--- src/rtl/dim_pkg.sv ---
// constants and types shared by the channel dimming controller
package dim_pkg;
    // ==========================================================
    // timing
    localparam int CLK_HZ = 20000000;
    localparam int TICK_US = 100;
    localparam int TICK_CYCLES = CLK_HZ / 1000000 * TICK_US;
    localparam int TICK_CW = 12;
    // ==========================================================
    // brightness
    localparam int BW = 8;
    localparam logic [7:0] LVL_OFF = 8'h00;
    localparam logic [7:0] LVL_FULL = 8'hff;
    localparam int PW = 24;
    localparam logic [23:0] PERIOD_ZERO = 24'h000000;
    localparam int ACC_W = 32;
    // ==========================================================
    // states
    typedef enum {DYN_IDLE, DYN_RAMP1, DYN_HOLD, DYN_RAMP2, DYN_DONE} dyn_state_t;
endpackage

--- src/rtl/ramp_gen.sv ---
// one ramp generator: moves a level toward a target in ticked steps
`timescale 1ns/1ps
`default_nettype none
module ramp_gen (
    input wire logic clk_sys_i,
    input wire logic rst_n_i,
    input wire logic tick_i,
    input wire logic load_i,
    input wire logic [7:0] load_lvl_i,
    input wire logic [7:0] target_i,
    input wire logic [23:0] period_i,
    output logic [7:0] level_o,
    output logic at_target_o
);
    logic [7:0] level_reg, level_next;
    logic [31:0] acc_reg, acc_next;
    logic [31:0] sum;

    // period_i is ticks for a full 0..255 sweep; the accumulator advances 255 per
    // tick and yields one step per period, so slow ramps need no divider
    always_comb begin
        level_next = level_reg;
        acc_next = acc_reg;
        sum = acc_reg + 32'({24'h0, dim_pkg::LVL_FULL});
        if (load_i) begin
            level_next = load_lvl_i;
            acc_next = '0;
        end else if (level_reg == target_i) begin
            acc_next = '0;
        end else if (period_i == dim_pkg::PERIOD_ZERO) begin
            level_next = target_i;
        end else if (tick_i) begin
            if (sum >= {8'h0, period_i}) begin
                acc_next = sum - {8'h0, period_i};
                level_next = (level_reg < target_i) ? level_reg + 8'h01 : level_reg - 8'h01;
            end else begin
                acc_next = sum;
            end
        end
    end

    always_ff @(posedge clk_sys_i or negedge rst_n_i) begin
        if (!rst_n_i) begin
            level_reg <= 8'h00;
            acc_reg <= 32'h0;
        end else begin
            level_reg <= level_next;
            acc_reg <= acc_next;
        end
    end

    assign level_o = level_reg;
    assign at_target_o = (level_reg == target_i);
endmodule
`default_nettype wire

--- src/rtl/dim_channel.sv ---
// one dimming channel: normal and dynamic modes driving a target brightness
`timescale 1ns/1ps
`default_nettype none
module dim_channel (
    input wire logic clk_sys_i,
    input wire logic rst_n_i,
    input wire logic dyn_mode_i,
    input wire logic burn_in_i,
    input wire logic [7:0] on_level_i,
    input wire logic [7:0] min_level_i,
    input wire logic [7:0] max_level_i,
    input wire logic dim_on_ok_i,
    input wire logic dim_off_ok_i,
    input wire logic set_turns_on_i,
    input wire logic onoff_const_i,
    input wire logic [23:0] onoff_period_i,
    input wire logic [23:0] set_period_i,
    input wire logic [23:0] rel_period_i,
    input wire logic [7:0] dyn_start_i,
    input wire logic [7:0] dyn_hold_i,
    input wire logic [7:0] dyn_off_i,
    input wire logic [23:0] dyn_ramp1_period_i,
    input wire logic [23:0] dyn_hold_ticks_i,
    input wire logic [23:0] dyn_ramp2_period_i,
    input wire logic onoff_stb_i,
    input wire logic onoff_val_i,
    input wire logic set_stb_i,
    input wire logic [7:0] set_val_i,
    input wire logic rel_stb_i,
    input wire logic rel_up_i,
    input wire logic rel_stop_i,
    output logic [7:0] level_o,
    output logic is_on_o,
    output logic dyn_busy_o
);
    // ==========================================================
    // tick divider
    logic [11:0] tick_cnt_reg, tick_cnt_next;
    logic tick_reg, tick_next;

    always_comb begin
        tick_next = 1'b0;
        tick_cnt_next = tick_cnt_reg + 12'h001;
        if (tick_cnt_reg == 12'(dim_pkg::TICK_CYCLES - 1)) begin
            tick_cnt_next = 12'h000;
            tick_next = 1'b1;
        end
    end

    always_ff @(posedge clk_sys_i or negedge rst_n_i) begin
        if (!rst_n_i) begin
            tick_cnt_reg <= 12'h000;
            tick_reg <= 1'b0;
        end else begin
            tick_cnt_reg <= tick_cnt_next;
            tick_reg <= tick_next;
        end
    end

    // ==========================================================
    // effective limits
    logic [7:0] eff_min, eff_max, on_clamped, set_clamped;

    always_comb begin
        eff_min = min_level_i;
        eff_max = max_level_i;
        // one comparison covers both forcing directions: whichever is set
        // inconsistently, both collapse to the same level
        if (min_level_i > max_level_i) begin
            eff_min = max_level_i;
            eff_max = max_level_i;
        end
        on_clamped = on_level_i;
        if (on_level_i < eff_min) begin
            on_clamped = eff_min;
        end else if (on_level_i > eff_max) begin
            on_clamped = eff_max;
        end
        set_clamped = set_val_i;
        if (set_val_i < eff_min) begin
            set_clamped = eff_min;
        end else if (set_val_i > eff_max) begin
            set_clamped = eff_max;
        end
    end

    // ==========================================================
    // command state
    dim_pkg::dyn_state_t dyn_reg, dyn_next;
    logic [7:0] target_reg, target_next;
    logic [23:0] period_reg, period_next;
    logic on_reg, on_next;
    logic [23:0] hold_cnt_reg, hold_cnt_next;
    logic load;
    logic [7:0] load_lvl;
    logic [7:0] ramp_level;
    logic at_target;
    logic [23:0] onoff_rate;

    assign onoff_rate = onoff_const_i ? rel_period_i : onoff_period_i;

    always_comb begin
        dyn_next = dyn_reg;
        target_next = target_reg;
        period_next = period_reg;
        on_next = on_reg;
        hold_cnt_next = hold_cnt_reg;
        load = 1'b0;
        load_lvl = dim_pkg::LVL_OFF;
        if (dyn_mode_i) begin
            // only on/off is honoured here; limits are not applied
            unique case (dyn_reg)
                dim_pkg::DYN_IDLE, dim_pkg::DYN_DONE: begin
                    if (onoff_stb_i && onoff_val_i) begin
                        load = 1'b1;
                        load_lvl = dyn_start_i;
                        target_next = dyn_hold_i;
                        period_next = dyn_ramp1_period_i;
                        on_next = 1'b1;
                        dyn_next = dim_pkg::DYN_RAMP1;
                    end
                end
                dim_pkg::DYN_RAMP1: begin
                    if (onoff_stb_i && !onoff_val_i) begin
                        target_next = dyn_off_i;
                        period_next = dyn_ramp2_period_i;
                        dyn_next = dim_pkg::DYN_RAMP2;
                    end else if (at_target) begin
                        hold_cnt_next = 24'h000000;
                        dyn_next = dim_pkg::DYN_HOLD;
                    end
                end
                dim_pkg::DYN_HOLD: begin
                    if (onoff_stb_i && !onoff_val_i) begin
                        target_next = dyn_off_i;
                        period_next = dyn_ramp2_period_i;
                        dyn_next = dim_pkg::DYN_RAMP2;
                    end else if (onoff_stb_i) begin
                        hold_cnt_next = 24'h000000;
                    end else if (hold_cnt_reg >= dyn_hold_ticks_i) begin
                        target_next = dyn_off_i;
                        period_next = dyn_ramp2_period_i;
                        dyn_next = dim_pkg::DYN_RAMP2;
                    end else if (tick_reg) begin
                        hold_cnt_next = hold_cnt_reg + 24'h000001;
                    end
                end
                dim_pkg::DYN_RAMP2: begin
                    if (onoff_stb_i && onoff_val_i) begin
                        // retrigger restarts hold and final ramp from hold value
                        load = 1'b1;
                        load_lvl = dyn_hold_i;
                        target_next = dyn_hold_i;
                        hold_cnt_next = 24'h000000;
                        dyn_next = dim_pkg::DYN_HOLD;
                    end else if (at_target) begin
                        on_next = (dyn_off_i != dim_pkg::LVL_OFF);
                        dyn_next = dim_pkg::DYN_DONE;
                    end
                end
            endcase
        end else begin
            dyn_next = dim_pkg::DYN_IDLE;
            if (onoff_stb_i) begin
                period_next = onoff_rate;
                if (onoff_val_i) begin
                    target_next = on_clamped;
                    on_next = 1'b1;
                end else begin
                    target_next = dim_pkg::LVL_OFF;
                    on_next = 1'b0;
                end
            end else if (set_stb_i && (on_reg || set_turns_on_i)) begin
                target_next = set_clamped;
                period_next = set_period_i;
                on_next = 1'b1;
            end else if (rel_stb_i) begin
                period_next = rel_period_i;
                if (rel_stop_i) begin
                    target_next = ramp_level;
                end else if (rel_up_i && (on_reg || dim_on_ok_i)) begin
                    target_next = eff_max;
                    on_next = 1'b1;
                    if (!on_reg) begin
                        load = 1'b1;
                        load_lvl = eff_min;
                    end
                end else if (!rel_up_i && on_reg) begin
                    target_next = dim_off_ok_i ? dim_pkg::LVL_OFF : eff_min;
                end
            end else if (on_reg && !rel_stb_i && ramp_level == dim_pkg::LVL_OFF
                    && target_reg == dim_pkg::LVL_OFF) begin
                on_next = 1'b0;
            end
        end
    end

    always_ff @(posedge clk_sys_i or negedge rst_n_i) begin
        if (!rst_n_i) begin
            dyn_reg <= dim_pkg::DYN_IDLE;
            target_reg <= dim_pkg::LVL_OFF;
            period_reg <= dim_pkg::PERIOD_ZERO;
            on_reg <= 1'b0;
            hold_cnt_reg <= 24'h000000;
        end else begin
            dyn_reg <= dyn_next;
            target_reg <= target_next;
            period_reg <= period_next;
            on_reg <= on_next;
            hold_cnt_reg <= hold_cnt_next;
        end
    end

    ramp_gen u_ramp (
        .clk_sys_i(clk_sys_i),
        .rst_n_i(rst_n_i),
        .tick_i(tick_reg),
        .load_i(load),
        .load_lvl_i(load_lvl),
        .target_i(target_next),
        .period_i(period_next),
        .level_o(ramp_level),
        .at_target_o(at_target)
    );

    // ==========================================================
    // outputs
    logic [7:0] level_reg, level_next;
    logic is_on_reg, dyn_busy_reg;

    always_comb begin
        level_next = ramp_level;
        // burn-in forces a binary output outside dynamic mode, overriding limits and ramps
        if (burn_in_i && !dyn_mode_i) begin
            level_next = on_reg ? dim_pkg::LVL_FULL : dim_pkg::LVL_OFF;
        end
    end

    always_ff @(posedge clk_sys_i or negedge rst_n_i) begin
        if (!rst_n_i) begin
            level_reg <= 8'h00;
            is_on_reg <= 1'b0;
            dyn_busy_reg <= 1'b0;
        end else begin
            level_reg <= level_next;
            is_on_reg <= on_reg;
            dyn_busy_reg <= (dyn_reg != dim_pkg::DYN_IDLE) && (dyn_reg != dim_pkg::DYN_DONE);
        end
    end

    assign level_o = level_reg;
    assign is_on_o = is_on_reg;
    assign dyn_busy_o = dyn_busy_reg;
endmodule
`default_nettype wire

--- config.mk ---
export PLATFORM = sky130hd
export DESIGN_NAME = dim_channel
export DESIGN_NICKNAME = d
export VERILOG_FILES = /design/src/rtl/dim_pkg.sv /design/src/rtl/ramp_gen.sv /design/src/rtl/dim_channel.sv
export SDC_FILE = /design/constraint.sdc
export NUM_CORES = 1
export LEC_CHECK = 0
export CORE_UTILIZATION = 45
export DETAILED_ROUTE_END_ITERATION = 10
export DONT_BUFFER_PORTS = 1
export GPL_TIMING_DRIVEN = 0
export PLACE_DENSITY_LB_ADDON = 0.25
export SLEW_MARGIN = 25
export SYNTH_ARGS = -nofsm -noshare
export SYNTH_HDL_FRONTEND = slang
export SYNTH_SLANG_ARGS = --single-unit
export TNS_END_PERCENT = 10
--- constraint.sdc ---
create_clock -name clk_sys_i -period 6.05 [get_ports clk_sys_i]
set_input_delay 0.9075 -clock clk_sys_i [delete_from_list [all_inputs] [get_ports clk_sys_i]]
set_output_delay 0.9075 -clock clk_sys_i [all_outputs]
set_load 0.005 [all_outputs]
==> flow_metrics.tcl <==
set metrics [dict create \
    run_status "finished with violations" \
    violations "setup timing" \
    cp.depth 33 \
    synth-edff-count 0 \
    slowest_stage "o41a_1" \
    io_buffers 0 \
    crit_path_max_fanout 6 \
    layout_common_cells "nand2_1, nor2_1, a21oi_1" \
    grt-ovfl-total 0 \
    vias 14756 \
    cpPeakStageDelay_ps 460 \
    endpoint "u_ramp.level_o[7]" \
    path_buf_inv 4 \
    reg2reg_slack_ps -190 \
    final_cells 2224 \
    cp-startpoint "max_level_i[5]" \
    power_frac_comb 0.606 \
    yosys_most_used_dff "dfrtp_1" \
    cts-root-buf "clkbuf_16" \
    tns_ps -1250 \
    worstMarginPinSlew_ps 1150 \
    synth.avg_cell_area_um2 7.70 \
    nets 2142 \
    synth_nets 2070 \
    drc 0 \
    peakVddDrop_mv 0.225 \
    drt-pass1-iter-count 7 \
    hold_path.class "in -> async" \
    ioPinCount 224 \
    slew_viol_final 0 \
    ys_seq_elements 123 \
    reg2reg_from "on_reg" \
    core_area_um2 29100 \
    drive_gt1_frac 0.147 \
    startpoint_type "input port" \
    setup_viol 11 \
    seqPwrFrac 0.207 \
    cp.arrival_ps 6680 \
    path_clk_slew_ps 60 \
    post_drt_wl_per_cell_um 24.8 \
    yosysWarningCount 0 \
    drv_cap 0 \
    fillers 2726 \
    cts_buffers 17 \
    power_switching_uw 2950 \
    gp_congestion 1.01 \
    num_rows 62 \
    p_int_uw 3210 \
    cts.sink_count 123 \
    die_h_um 175 \
    area_growth_syn_to_layout_pct 16.7 \
    cts_buffer_depth 2 \
    htreeDepth 4 \
    seq_area_frac_synth 0.228 \
    rsz0062_at_grt "true" \
    antenna_found_initial 9 \
    synthArstFlopShare 1.00 \
    grt_max_degree 124 \
    switching_share 0.479 \
    fmax_mhz 159 \
    syn_area_um2 13500 \
    placed_cells 2134 \
    p_clk_frac 0.186 \
    largest_reg_flops 32 \
    tritoncts "built" \
    ant_nets 0 \
    vias_per_cell 6.63 \
    r2r_end "u_ramp.acc_reg[29]" \
    dp_worst_setup_slack_ps -1770 \
    hold_buffers 0 \
    p_per_area_nw_per_um2 392 \
    drt_iter0_markers 1504 \
    setup_ws_ps -253 \
    hpwl_um 41400 \
    slew_headroom 0.223 \
    multi_input_area_um2 10100 \
    fp.dieW_um 175 \
    grt_usage 0.349 \
    clk_latency_ps 450 \
    crit_type "in -> reg" \
    period_share 1.04 \
    initial_utilization 0.463 \
    setup.worst_path.end_class "flop" \
    whs_ps 155 \
    grt_pass1_wl_um 81200 \
    synth_top_area_frac 0.228 \
    synthTopCellsByArea "dfrtp_1, ha_1, a21oi_1, nand2_1, o21ai_0" \
    path_delay_family "compound AO/OA/AOI/OAI gates" \
    yosys.area.top_type "dfrtp_1" \
    worst-r2r-cell-count 18 \
    seqCellArea_um2 3080 \
    routed_wl_um 55200 \
    layout_commonest_cell "nand2_1" \
    die_area_um2 30600 \
    fin_crit_ps 6300 \
    leakage_uw 0.00673 \
    final-hold-violation-count 0 \
    postSynthCellCount 1750 \
    synth_cell_types 90 \
    fin_worst_skew_ps 13.8 \
    worst-endpoint-required_ps 6430 \
    first_global_vias 13618 \
]
-- what timing repair did --
| action | 4_1_cts | 5_1_grt |
|---|---|---|
| setup buffers | 31 | 20 |
| setup endpoints to repair | 66 | 62 |
| gates cloned | 2 | 0 |
| gates resized for setup | 63 | 73 |
| pin swaps | 36 | 46 |
-- per-layer routing --
metal	global-route usage	routed length, um
met2	0.548	24700
met3	0.0846	5900
met4	0.140	2220
met1	0.458	22300
met5	0	23
-- cell type report --
class                      count  share of cell area
sequential                   123               0.196
multi-input combinational   1418               0.646
antenna                        5            0.000796
clock buffer                  17              0.0271
inverter                     108              0.0274
timing repair buffer          53              0.0262
tap                          384              0.0306
buffer                       101              0.0332
clock inverter                15              0.0134
-- synth_stat cells (18+ instances only) --
| cell | n |
|---|---|
| nor3_1 | 28 |
| o21a_1 | 28 |
| a31oi_1 | 24 |
| nand2b_1 | 18 |
| inv_1 | 108 |
| o21ai_0 | 120 |
| buf_2 | 21 |
| o211ai_1 | 23 |
| a21oi_1 | 143 |
| a211oi_1 | 30 |
| nor2_1 | 148 |
| clkbuf_1 | 66 |
| mux2i_1 | 41 |
| a32oi_1 | 22 |
| dfrtp_1 | 123 |
| mux2_2 | 27 |
| xnor2_1 | 41 |
| nand3_1 | 53 |
| and3_1 | 26 |
| xor2_1 | 42 |
| nand4_1 | 33 |
| ha_1 | 104 |
| nand2_1 | 169 |
| or3_1 | 20 |
| a21o_1 | 22 |
-- worst register-to-register path: cells and delay by family, from the launching register on --
kind                       cells  cell delay [ps]
DFF                            1              470
and+or+nand+nor                3              750
adders and majority gates      1              380
buffers and inverters          1              410
xor gates and xnor gates       1              170
AOI/OAI and AO/OA             12             3970
-- through the flow --
stage               utilization  power, uW  instance area [um^2]
CTS                       0.525       5820                 15300
finish                    0.540       6160                 15700
global placement          0.484       4480                 14100
floorplan                     -       3650                 13600
detailed placement        0.484       4530                 14100
global route              0.540       6550                 15700
-- worst min path at each step --
stage	startpoint	endpoint	slack, ps
5_1_grt	rst_n_i	tick_cnt_reg[5]	130
3_5_place_dp	tick_cnt_reg[0]	tick_cnt_reg[0]	460
2_1_floorplan	on_reg	is_on_o	430
3_3_place_gp	tick_cnt_reg[11]	tick_cnt_reg[11]	450
4_1_cts	rst_n_i	tick_cnt_reg[1]	140
6_report	rst_n_i	tick_cnt_reg[5]	160
-- power groups by stage --
| stage | Clock [uW] | Combinational, uW | Sequential [uW] |
|---|---|---|---|
| after CTS | 1150 | 3420 | 1250 |
| after detailed placement | 0 | 3270 | 1260 |
| after floorplan | 0 | 2500 | 1150 |
| after global routing | 1190 | 4070 | 1280 |
| after global placement | 0 | 3220 | 1260 |
| final | 1150 | 3730 | 1280 |
-- logic make-up after synthesis --
group / Yosys count / synth area share
simple gates: 582 / 0.212
buf+inv: 209 / 0.0624
compound gates: 579 / 0.291
mux: 68 / 0.0530
fa+ha+maj: 106 / 0.0995
xor+xnor: 83 / 0.0540
flops: 123 / 0.228
Power figures use the tool's default switching activity.
